## src/logic/sswc_consts.vh

```
// constants of the switch-array serial control block
// included by the design files; definitions only
`ifndef SSWC_CONSTS_VH
`define SSWC_CONSTS_VH
// register addresses
`define SSWC_ADDR_SW      7'h01
`define SSWC_ADDR_CFG     7'h02
`define SSWC_ADDR_FLAGS   7'h03
`define SSWC_ADDR_BURST   7'h05
`define SSWC_ADDR_KEY     7'h0b
`define SSWC_ADDR_CLEAR   7'h6c
`define SSWC_ADDR_DAISY   7'h25
// reset values
`define SSWC_RST_SW       8'h00
`define SSWC_RST_CFG      3'h6
`define SSWC_RST_FLAGS    3'h0
`define SSWC_RST_BURST    1'h0
`define SSWC_RST_KEY      8'h00
// bit positions of config enables and of error flags
`define SSWC_BIT_RW       2
`define SSWC_BIT_SCLK     1
`define SSWC_BIT_CRC      0
// frame figures
`define SSWC_LEN_PLAIN    5'h10
`define SSWC_LEN_CRC      5'h18
`define SSWC_ADDR_EDGE    5'h08
`define SSWC_CHECK_EDGE   5'h09
`define SSWC_ALIGN        8'h25
`define SSWC_CLEAR_FRAME  16'h6ca9
`define SSWC_DAISY_FRAME  16'h2500
`define SSWC_KEY_FIRST    8'ha3
`define SSWC_KEY_SECOND   8'h05
// crc
`define SSWC_CRC_POLY     8'h07
`define SSWC_CRC_SEED     8'h00
// initialization wait
`define SSWC_INIT_US      16'h0078
`define SSWC_CLK_MHZ      16'h0064
`define SSWC_INIT_W       16
`endif

```

## src/logic/sswc_crc8.v

```verilog
// combinational crc-8 over a 16-bit payload, msb first
// assumes sswc_consts.vh on the include path
`timescale 1ns/10ps
`include "sswc_consts.vh"

module sswc_crc8 (
	// payload
	input  wire [15:0] data,
	// checksum
	output reg  [7:0]  crc
);
	integer i;
	reg     fb;

	always @*
	begin
		crc = `SSWC_CRC_SEED;
		fb  = 1'b0;
		for (i = 15; i >= 0; i = i - 1)
		begin
			fb  = crc[7] ^ data[i];
			crc = {crc[6:0], 1'b0} ^ (fb ? `SSWC_CRC_POLY : 8'h00);
		end
	end
endmodule // sswc_crc8

```

## src/logic/sswc_spi_ctrl.v

```verilog
// serial control interface of an eight-switch array
// assumes cs_n, sclk, sdi come from another domain; sdo is open drain
`timescale 1ns/10ps
`include "sswc_consts.vh"

module sswc_spi_ctrl #(
	parameter [`SSWC_INIT_W-1:0] INIT_CYCLES = `SSWC_INIT_US * `SSWC_CLK_MHZ
) (
	// clock and reset
	input  wire       clock,
	input  wire       resetn,
	// serial pins
	input  wire       cs_n,
	input  wire       sclk,
	input  wire       sdi,
	output wire       sdo_out,
	output wire       sdo_oe,
	// switch drive and status
	output reg  [7:0] switch_state_reg,
	output reg        daisy_mode,
	output wire       init_busy
);
	// synchronisers
	reg  [1:0]  cs_sync;
	reg         cs_d;
	reg  [2:0]  sclk_sync;
	reg  [1:0]  sdi_sync;
	// registers
	reg  [2:0]  err_config;
	reg  [2:0]  err_flags;
	reg         burst_mode_control;
	reg  [7:0]  soft_reset_key;
	reg         key_armed;
	reg  [`SSWC_INIT_W-1:0] init_cnt;
	// frame state
	reg         active;
	reg  [4:0]  pos;
	reg         over;
	reg  [23:0] sh;
	reg         rw_q;
	reg  [6:0]  addr_q;
	reg  [7:0]  rdata_q;
	reg         cmd_bad;
	reg         sdo_bit;
	reg  [7:0]  dsr;
	reg         crc_q;
	// combinational
	reg  [4:0]  next_pos;
	reg         take;
	reg         at_end;
	reg         commit;
	reg         crc_ok;
	reg         good;
	reg         is_clear;
	reg         is_daisy;
	reg         do_wr;
	reg         sreset;
	reg  [15:0] payload;
	reg  [2:0]  set_flags;
	reg  [2:0]  next_flags;
	wire [23:0] nsh;
	wire [7:0]  rx_crc;
	wire [7:0]  tx_crc;
	wire [4:0]  len;
	wire [4:0]  k;
	wire        sel;
	wire        cs_fall;
	wire        cs_rise;
	wire        sclk_rise;
	wire        sclk_fall;
	wire        sdi_bit;
	wire        crc_en;
	wire [6:0]  wr_addr;
	wire [7:0]  wr_data;
	wire [7:0]  align_byte;

	function [7:0] rd_reg;
		input [6:0] a;
		input [7:0] sw;
		input [2:0] cfg;
		input [2:0] flg;
		input       bst;
		input [7:0] key;
		begin
			case (a)
				`SSWC_ADDR_SW:    rd_reg = sw;
				`SSWC_ADDR_CFG:   rd_reg = {5'h00, cfg};
				`SSWC_ADDR_FLAGS: rd_reg = {5'h00, flg};
				`SSWC_ADDR_BURST: rd_reg = {7'h00, bst};
				`SSWC_ADDR_KEY:   rd_reg = key;
				default:          rd_reg = 8'h00;
			endcase
		end
	endfunction

	function addr_ok;
		input       rw;
		input [6:0] a;
		begin
			case (a)
				`SSWC_ADDR_SW, `SSWC_ADDR_CFG,
				`SSWC_ADDR_BURST, `SSWC_ADDR_KEY: addr_ok = 1'b1;
				`SSWC_ADDR_FLAGS:                  addr_ok = rw;
				`SSWC_ADDR_CLEAR, `SSWC_ADDR_DAISY: addr_ok = ~rw;
				default:                           addr_ok = 1'b0;
			endcase
		end
	endfunction

	// pins pass two flops; edges are found from the second and third stage
	always @(posedge clock or negedge resetn)
	begin
		if (!resetn)
		begin
			cs_sync   <= 2'h3;
			cs_d      <= 1'b1;
			sclk_sync <= 3'h0;
			sdi_sync  <= 2'h0;
		end
		else
		begin
			cs_sync   <= {cs_sync[0], cs_n};
			cs_d      <= cs_sync[1];
			sclk_sync <= {sclk_sync[1:0], sclk};
			sdi_sync  <= {sdi_sync[0], sdi};
		end
	end

	assign sel       = ~cs_sync[1];
	assign cs_fall   = sel & cs_d;
	assign cs_rise   = cs_sync[1] & ~cs_d;
	assign sclk_rise = sel & sclk_sync[1] & ~sclk_sync[2];
	assign sclk_fall = sel & ~sclk_sync[1] & sclk_sync[2];
	assign sdi_bit   = sdi_sync[1];
	assign crc_en    = crc_q;
	assign align_byte = `SSWC_ALIGN;
	assign len       = crc_en ? `SSWC_LEN_CRC : `SSWC_LEN_PLAIN;
	assign nsh       = {sh[22:0], sdi_bit};
	assign wr_addr   = payload[14:8];
	assign wr_data   = payload[7:0];
	assign init_busy = (init_cnt != {`SSWC_INIT_W{1'b0}});
	assign k         = (pos == len) ? 5'h00 : pos;
	assign sdo_out   = 1'b0;
	assign sdo_oe    = sel & ~sdo_bit;

	// check byte expected for the received payload, and check byte of the read reply
	sswc_crc8 u_rx_crc (
		.data (nsh[23:8]),
		.crc  (rx_crc)
	);
	sswc_crc8 u_tx_crc (
		.data ({rw_q, addr_q, rdata_q}),
		.crc  (tx_crc)
	);

	always @*
	begin
		at_end   = (pos == len);
		take     = sclk_rise & active & ~daisy_mode & ~(at_end & ~burst_mode_control);
		next_pos = at_end ? 5'h01 : pos + 5'h01;
		commit   = take & (next_pos == len);
		payload  = crc_en ? nsh[23:8] : nsh[15:0];
		crc_ok   = ~crc_en | (rx_crc == nsh[7:0]);
		good     = commit & crc_ok;
		is_clear = good & (payload == `SSWC_CLEAR_FRAME);
		is_daisy = good & (payload == `SSWC_DAISY_FRAME);
		do_wr    = good & ~is_clear & ~is_daisy & ~payload[15] & ~cmd_bad;
		sreset   = do_wr & key_armed & (wr_addr == `SSWC_ADDR_KEY)
			& (wr_data == `SSWC_KEY_SECOND);
		set_flags = 3'h0;
		set_flags[`SSWC_BIT_RW] = take & (next_pos == `SSWC_CHECK_EDGE)
			& ~addr_ok(rw_q, addr_q) & err_config[`SSWC_BIT_RW];
		set_flags[`SSWC_BIT_CRC] = commit & ~crc_ok;
		set_flags[`SSWC_BIT_SCLK] = cs_rise & active & ~daisy_mode
			& err_config[`SSWC_BIT_SCLK] & (over | ~at_end);
		next_flags = (is_clear ? 3'h0 : err_flags) | set_flags;
	end

	// register file, software reset and initialization wait
	always @(posedge clock or negedge resetn)
	begin
		if (!resetn)
		begin
			err_config         <= `SSWC_RST_CFG;
			err_flags          <= `SSWC_RST_FLAGS;
			burst_mode_control <= `SSWC_RST_BURST;
			soft_reset_key     <= `SSWC_RST_KEY;
			key_armed          <= 1'b0;
			init_cnt           <= INIT_CYCLES;
			daisy_mode         <= 1'b0;
		end
		else if (sreset)
		begin
			err_config         <= `SSWC_RST_CFG;
			err_flags          <= `SSWC_RST_FLAGS;
			burst_mode_control <= `SSWC_RST_BURST;
			soft_reset_key     <= `SSWC_RST_KEY;
			key_armed          <= 1'b0;
			init_cnt           <= INIT_CYCLES;
		end
		else
		begin
			err_flags <= next_flags;
			if (init_busy)
				init_cnt <= init_cnt - {{(`SSWC_INIT_W-1){1'b0}}, 1'b1};
			if (is_daisy)
				daisy_mode <= 1'b1;
			if (commit)
				key_armed <= do_wr & (wr_addr == `SSWC_ADDR_KEY)
					& (wr_data == `SSWC_KEY_FIRST);
			if (do_wr)
			begin
				case (wr_addr)
					`SSWC_ADDR_CFG:   err_config <= wr_data[2:0];
					`SSWC_ADDR_BURST: burst_mode_control <= wr_data[0];
					`SSWC_ADDR_KEY:   soft_reset_key <= wr_data;
					default:          ;
				endcase
			end
		end
	end

	// switch state: written in address mode, loaded at chip select rise in daisy mode
	always @(posedge clock or negedge resetn)
	begin
		if (!resetn)
			switch_state_reg <= `SSWC_RST_SW;
		else if (sreset)
			switch_state_reg <= `SSWC_RST_SW;
		else if (daisy_mode & cs_rise & active)
			switch_state_reg <= dsr;
		else if (do_wr & (wr_addr == `SSWC_ADDR_SW))
			switch_state_reg <= wr_data;
	end

	// frame tracking and command capture
	always @(posedge clock or negedge resetn)
	begin
		if (!resetn)
		begin
			active  <= 1'b0;
			pos     <= 5'h00;
			over    <= 1'b0;
			sh      <= 24'h000000;
			rw_q    <= 1'b0;
			addr_q  <= 7'h00;
			rdata_q <= 8'h00;
			cmd_bad <= 1'b0;
			crc_q   <= 1'b0;
		end
		else if (cs_fall)
		begin
			active  <= ~init_busy;
			pos     <= 5'h00;
			over    <= 1'b0;
			cmd_bad <= 1'b0;
			crc_q   <= err_config[`SSWC_BIT_CRC];
		end
		else if (cs_rise)
			active <= 1'b0;
		else if (sclk_rise & active & ~daisy_mode)
		begin
			if (take)
			begin
				pos <= next_pos;
				sh  <= nsh;
				if (next_pos == `SSWC_ADDR_EDGE)
				begin
					rw_q    <= nsh[7];
					addr_q  <= nsh[6:0];
					rdata_q <= rd_reg(nsh[6:0], switch_state_reg, err_config,
						err_flags, burst_mode_control, soft_reset_key);
				end
				if (next_pos == `SSWC_CHECK_EDGE)
					cmd_bad <= ~addr_ok(rw_q, addr_q);
			end
			else
				over <= 1'b1;
		end
	end

	// daisy shifter: eight stages, kept across frames
	always @(posedge clock or negedge resetn)
	begin
		if (!resetn)
			dsr <= 8'h00;
		else if (is_daisy)
			dsr <= 8'h00;
		else if (daisy_mode & sclk_rise & active)
			dsr <= {dsr[6:0], sdi_bit};
	end

	// serial output, loaded at chip select fall, then changed on sclk fall
	always @(posedge clock or negedge resetn)
	begin
		if (!resetn)
			sdo_bit <= 1'b1;
		else if (cs_fall)
			sdo_bit <= daisy_mode ? dsr[7] : align_byte[7];
		else if (sclk_fall & active)
		begin
			if (daisy_mode)
				sdo_bit <= dsr[7];
			else if (at_end & ~burst_mode_control)
				sdo_bit <= 1'b1;
			else if (k < `SSWC_ADDR_EDGE)
				sdo_bit <= align_byte[~k[2:0]];
			else if (k < `SSWC_LEN_PLAIN)
				sdo_bit <= rdata_q[~k[2:0]];
			else
				sdo_bit <= tx_crc[~k[2:0]];
		end
	end
endmodule // sswc_spi_ctrl

```

## config.mk

```make
export PLATFORM = sky130hd
export DESIGN_NAME = sswc_spi_ctrl
export DESIGN_NICKNAME = d
export VERILOG_FILES = /design/src/logic/sswc_crc8.v /design/src/logic/sswc_spi_ctrl.v
export VERILOG_INCLUDE_DIRS = /design/src /design/src/logic
export SDC_FILE = /design/constraint.sdc
export NUM_CORES = 1
export LEC_CHECK = 0
export BUFFER_PORTS_ARGS = -buffer_cell sky130_fd_sc_hd__buf_2
export CAP_MARGIN = 20
export CORE_MARGIN = 8
export CORE_UTILIZATION = 65
export DETAILED_ROUTE_END_ITERATION = 12
export PLACE_DENSITY = 0.78
export REMOVE_ABC_BUFFERS = 1
export SKIP_LAST_GASP = 1
export SYNTH_ARGS = -nofsm -noshare
export SYNTH_HDL_FRONTEND = slang
export SYNTH_SLANG_ARGS = --single-unit
```

## constraint.sdc

```tcl
create_clock -name clock -period 8.7 [get_ports clock]
set_input_delay 1.305 -clock clock [delete_from_list [all_inputs] [get_ports clock]]
set_output_delay 1.305 -clock clock [all_outputs]
set_load 0.05 [all_outputs]
```

==> results of run 1 <==
## power groups by stage
stage                     clock, mW  combinational [mW]  sequential (mW)
final                         0.348              0.0572            0.509
after CTS                     0.352              0.0572            0.509
after floorplan                   0              0.0370            0.514
after global placement            0              0.0563            0.518
after detailed placement          0              0.0573            0.518
after global routing          0.369              0.0632            0.510
## stage by stage
stage / hold slack (ns) / cell area, sq um / util / power, mW / instances
floorplan: 0.331 / 6450 / - / 0.551 / 610
global placement: 0.333 / 6720 / 0.666 / 0.574 / 764
detailed placement: 0.338 / 6720 / 0.666 / 0.575 / 764
CTS: 0.363 / 6950 / 0.688 / 0.918 / 780
global route: 0.366 / 6950 / 0.688 / 0.942 / 780
finish: 0.363 / 6950 / 0.688 / 0.914 / 780
## kinds of logic after synthesis
group | count (synthesis)
and+or+nand+nor | 219
AOI/OAI and AO/OA | 120
DFF | 106
xor gates and xnor gates | 68
buffers and inverters | 63
muxes | 60
adders and majority gates | 15
other | 1
## per-layer routing
layer	routed length [um]	vias up	global-route usage
met5	12	-	0
met4	303	2	0.0734
met3	761	36	0.0431
met2	7150	150	0.375
met1	7000	2436	0.319
li1	-	2343	-
## synthesized netlist by cell type, types with 8 or more instances
library cell and n:
a22o_1 14, nor3_1 18, inv_1 21, xnor2_1 37, dfstp_2 13, dfrtp_1 93, nor2b_1 8, nor2_1 34
nand2_1 42, a21oi_1 30, nor4_1 18, or3_1 11, o22ai_1 10, buf_2 8, mux2_2 36, xor2_1 15
o21ai_0 23, xnor3_1 12, ha_1 15, mux2i_1 19, nor3b_1 14, clkbuf_1 28, nand3_1 27
## final timing paths
path,cells past startpoint,slack (ns),end
min in group asynchronous,1,0.84,sh[17]
worst min-delay path,0,0.36,cs_sync[1]
worst max register to register,7,4.58,soft_reset_key[0]
worst max-delay path,7,4.58,soft_reset_key[0]
worst min register to register,0,0.36,cs_sync[1]
max in group asynchronous,2,6.60,init_cnt[8]
## final cells by class
type                            count  area, sq um
Clock buffer                        9          124
Clock inverter                      7          106
Timing Repair Buffer               18          100
Fill cell                         820         3150
Sequential cell                   106         2670
Inverter                           21         78.8
Tap cell                          136          170
Multi-Input combinational cell    483         3700
==> run metrics, run 1 <==
main area contributors after synthesis=dfrtp_1 (35%), mux2_2 (6.1%), dfstp_2 (5.2%); startpoint types=flip-flop; routed wire length=15.2 mm; via count=4967; GRT Residual Overflow=0; setup TNS=0 ns; Worst Tran Pin Value=1.03 ns; Starting Density=0.656; largest family of logic cells by synthesized area=simple AND/OR/NAND/NOR gates; # hold bufs at CTS=0; Power Density=132 nW/um^2; depth of the CTS H-tree=3; wire length per cell=19.5 um; Int Pwr=686 uW; share of cells above drive strength 1=0.154; CTS sink count=106; Comb power frac=0.063; gr usage total=0.235; switching share of power=0.249; Vias per Instance=6.37; area of the mapped netlist=6620 sq um; Nets=659; FFs w/ async S/R, synth=1.00; Final Max Slew Viols=0; vias in the first global route=4715; mux share of post-synthesis cell area=0.102; die width=117 um; Gate Count Post-Synth=652; Hold Path Class=flip-flop to flip-flop; clock group share of total power=0.381; share of the synthesized area in the top cell type=0.351; cts bufs inserted=9; outcome=finished clean; Final min period=4.12 ns; insertion delay to the later sink of the worst-skew pair=0.38 ns; worst hold path startpoint=cs_sync[0]; RR Startpoint=sh[15]; #FFs+latches synth=106; worst setup path start=sh[15]; Rows=37; Post-synth top flop=dfrtp_1; Placeable Area=10100 sq um; initial antenna violation count=1; Detailed Place HPWL=11.0 mm; Avg Cell Area, Syn=10.2 sq um; RSZ-0062 raised after global routing=false; PortBufs=15; most frequent cells in the layout=dfrtp_1 (93), nand2_1 (42), xnor2_1 (37); die area=13700 sq um; ANT nets after route=0; CP delay by family, top=compound AO/OA/AOI/OAI gates; crit path DAT=4.39 ns; Critical-path top delay cell=nor2b_1; fin worst setup slack=4.58 ns; WS Path Type=flip-flop to flip-flop; leading area contributor after synthesis=dfrtp_1; postcts setup bufs=0; max_cap viols=0; Root Driver=clkbuf_8; Cell variety after synth=68; drt pass-1 iters=5; clock buffer depth=2; Antenna diodes=0; # setup viols final=0; pre-CTS WS=4.69 ns; Initial DRC Count=389; CP Capture Type=flip-flop; Syn. warnings=0; Synth Area in Adders=0.0283; largest net degree at the start of global routing=76; worst path required time=8.97 ns; CTS tree=yes; quantity of gates resized following cts=0; Fin. Hold Viols=0; fmax=243 MHz; clock skew=0.0200 ns; VDD IR max=83.4 uV; Reg power frac=0.557; most common cell after layout, fill and taps aside=dfrtp_1; # DRC=0; Final period util=0.474; Top Registers=sh: 23 flops, init_cnt: 16 flops; net switching power=227 uW; Pleak=3.06 nW; number of synthesized flops with an enable pin=0; Slew HR=0.308; Largest Register=sh; CP bufs+invs=0; Simple-Gate Fraction of Synth Area=0.185; sequential area share after synthesis=0.403; first-pass GRT wire length=24.7 mm; max reg flops=23; Crit Path Max Fanout=13; Crit path largest cell delay=0.71 ns; worst path cell trace=xnor2_1 > xnor3_1 > or3_1 > a222oi_1 > a32o_1 > nor2b_1 > mux2_2; post-synthesis xor/xnor area fraction=0.123; Top Ports=17; routability cong.=0.961; Synth Area in Compound Gates=0.120; Layout area overhead=4.91%; die height=117 um; Reg clk slew, reported paths=0.11 ns
No activity file was read; power rests on OpenSTA's default activity.
==> run 2, diff against run 1 <==
--- a/config.mk
+++ b/config.mk
@@ -9,9 +9,9 @@
 export BUFFER_PORTS_ARGS = -buffer_cell sky130_fd_sc_hd__buf_2
 export CAP_MARGIN = 20
 export CORE_MARGIN = 8
-export CORE_UTILIZATION = 65
+export CORE_UTILIZATION = 57
 export DETAILED_ROUTE_END_ITERATION = 12
-export PLACE_DENSITY = 0.78
+export PLACE_DENSITY = 0.73
 export REMOVE_ABC_BUFFERS = 1
 export SKIP_LAST_GASP = 1
 export SYNTH_ARGS = -nofsm -noshare
==> constraint.sdc (replaced) <==
create_clock -name clock -period 3.4 [get_ports clock]
set_input_delay 0.51 -clock clock [delete_from_list [all_inputs] [get_ports clock]]
set_output_delay 0.51 -clock clock [all_outputs]
set_load 0.05 [all_outputs]
==> run 2 against run 1 <==
Cell area increased by 4.8%; sequential power grew to 2.5 times the previous value; sequential cell count did not move; final cell count up 3.8%; fmax grew 28%; die area up 12%; global-route usage fell by 2.0 points; first-iteration DRC count grew 6.9%; worst setup slack worse by 4.4 ns; clock skew shrank 0.011 ns; worst hold slack worse by 0.17 ns; critical endpoint is now daisy_mode; largest cell class unchanged; largest power group unchanged.
==> run metrics, run 2 (synthesis results as in run 1) <==
outcome=finished clean; Top Registers=sh: 23 flops, init_cnt: 16 flops; GRT Residual Overflow=0 (unchanged); routability cong.=0.918 (-4.5%); insertion delay to the later sink of the worst-skew pair=0.35 ns (-0.03 ns); depth of the CTS H-tree=3 (unchanged); fin cells=810 (+3.8%); gr usage total=0.215 (-0.0202); Placeable Area=11400 sq um (+13%); # setup viols final=0 (unchanged); share of cells above drive strength 1=0.180 (+0.0262); clock group share of total power=0.458 (+0.077); VDD IR max=239 uV (+190%); Comb power frac=0.064 (about the same); quantity of gates resized following cts=0 (unchanged); WS Path Type=flip-flop to flip-flop; Pleak=3.24 nW (+5.9%); ANT nets after route=0 (unchanged); CP bufs+invs=1 (+1); most common cell after layout, fill and taps aside=dfrtp_1; # hold bufs at CTS=0 (unchanged); Critical-path top delay cell=nor4_4; Fin. Hold Viols=0 (unchanged); RSZ-0062 raised after global routing=false; worst path required time=3.69 ns (-5.28 ns); wire length per cell=19.4 um (-0.69%); fmax=311 MHz (+28%); Initial DRC Count=416 (+6.9%); max reg flops=23 (unchanged); Reg power frac=0.478 (-0.079); vias in the first global route=4919 (+4.3%); Crit Path Max Fanout=9 (-4); Vias per Instance=6.29 (-1.2%); Final min period=3.22 ns (-0.903 ns); cts bufs inserted=9 (unchanged); Slew HR=0.532 (+0.223); # DRC=0 (unchanged); die height=124 um (+5.9%); FF-to-FF path depth=8 (+1); initial antenna violation count=0 (-1); startpoint types=flip-flop; Crit path largest cell delay=0.57 ns (-0.14 ns); postcts setup bufs=0 (unchanged); Int Pwr=2.14 mW (+210%); dpl cells=794 (+3.9%); die area=15300 sq um (+12%); Rows=39 (+5.4%); number of cells on the critical path=8 (+1); Top Ports=17 (unchanged); Final Max Slew Viols=0 (unchanged); Hold Path Class=primary input to asynchronous set/reset pin; drt pass-1 iters=5 (unchanged); largest net degree at the start of global routing=52 (-32%); fill count=931 (+14%); Root Driver=clkbuf_16; max_cap viols=0 (unchanged); Detailed Place HPWL=11.6 mm (+5.0%); PortBufs=15 (unchanged); CTS sink count=106 (unchanged); Nets=682 (+3.5%); worst path cell trace=xnor2_1 > xor3_1 > or3_1 > a222oi_1 > buf_4 > a21boi_1 > nor4_4 > or2_2; Layout area overhead=10.0%; CTS tree=yes; net switching power=568 uW (+150%); routed wire length=15.7 mm (+3.1%); Largest Register=sh; die width=124 um (+5.9%); Worst Tran Pin Value=0.700 ns (-0.334 ns); Antenna diodes=0 (unchanged); Power Density=371 nW/um^2 (+180%); crit path DAT=3.51 ns (-0.88 ns); Starting Density=0.582 (-0.0737); CP Capture Type=flip-flop; Reg clk slew, reported paths=0.07 ns (-0.04 ns); first-pass GRT wire length=25.8 mm (+4.2%); most frequent cells in the layout=dfrtp_1 (93), nand2_1 (42), xnor2_1 (37); switching share of power=0.210 (-0.0387); Final period util=0.947 (+0.473); clock buffer depth=2 (unchanged); Util after Layout=0.641 (-0.0477); clock skew=0.00854 ns (-0.0115 ns); CP delay by family, top=simple AND/OR/NAND/NOR gates; via count=5096 (+2.6%)
==> run 2: cell types whose count changed in the layout (fill, tap and decap cells not counted), sizes merged <==
cell	before	now
buf	18	41
inv	24	21
bufinv	2	4
clkbuf	9	11
clkinv	2	0
clkinvlp	0	1
==> run 2: worst paths after layout <==
path | startpoint | to | slack (ns)
setup reg to reg | sh[17] | daisy_mode | 0.18
min in group clock | cs_n | cs_sync[0] | 0.26
max in group asynchronous | resetn | init_cnt[6] | 2.42
setup / recovery | sh[17] | daisy_mode | 0.18
hold / removal | resetn | sh[20] | 0.19
hold reg to reg | sdi_sync[0] | sdi_sync[1] | 0.35
==> run 2: routing by layer <==
metal  vias up  global-route usage  part of all wire
met3        24              0.0258             0.055
met1      2509               0.302              0.47
met4         0              0.0903             0.025
li1       2375                   -                 -
met5         -                   0                 0
met2       188               0.330              0.45
==> run 2: cell type report <==
cell class	count	area, sq um	share of cell area
inverters	21	78.8	0.0108
well taps	143	179	0.0246
repair buffers	41	298	0.0409
flip-flops and latches	106	2670	0.366
clock buffers	11	233	0.0320
multi-input cells	483	3700	0.508
clock inverters	5	128	0.0175
==> run 2: power by group through the flow <==
stage          Combinational [mW]  Sequential [mW]  Clock, mW
6_report                    0.172             1.29       1.24
5_1_grt                     0.191             1.29       1.31
4_1_cts                     0.173             1.29       1.27
3_5_place_dp                0.173             1.32          0
3_3_place_gp                0.169             1.32          0
2_1_floorplan              0.0947             1.31          0
==> run 2: metrics by stage <==
| stage | hold slack (ns) | total power [mW] | worst slack (ns) | area [sq um] | setup TNS [ns] |
|---|---|---|---|---|---|
| after global placement | 0.333 | 1.48 | 0.296 | 6920 | 0 |
| final | 0.193 | 2.70 | 0.181 | 7280 | 0 |
| after global routing | 0.247 | 2.79 | 0.0133 | 7280 | 0 |
| after floorplan | 0.214 | 1.41 | -0.182 | 6450 | -0.661 |
| after detailed placement | 0.337 | 1.49 | 0.226 | 6920 | 0 |
| after CTS | 0.214 | 2.73 | 0.178 | 7280 | 0 |
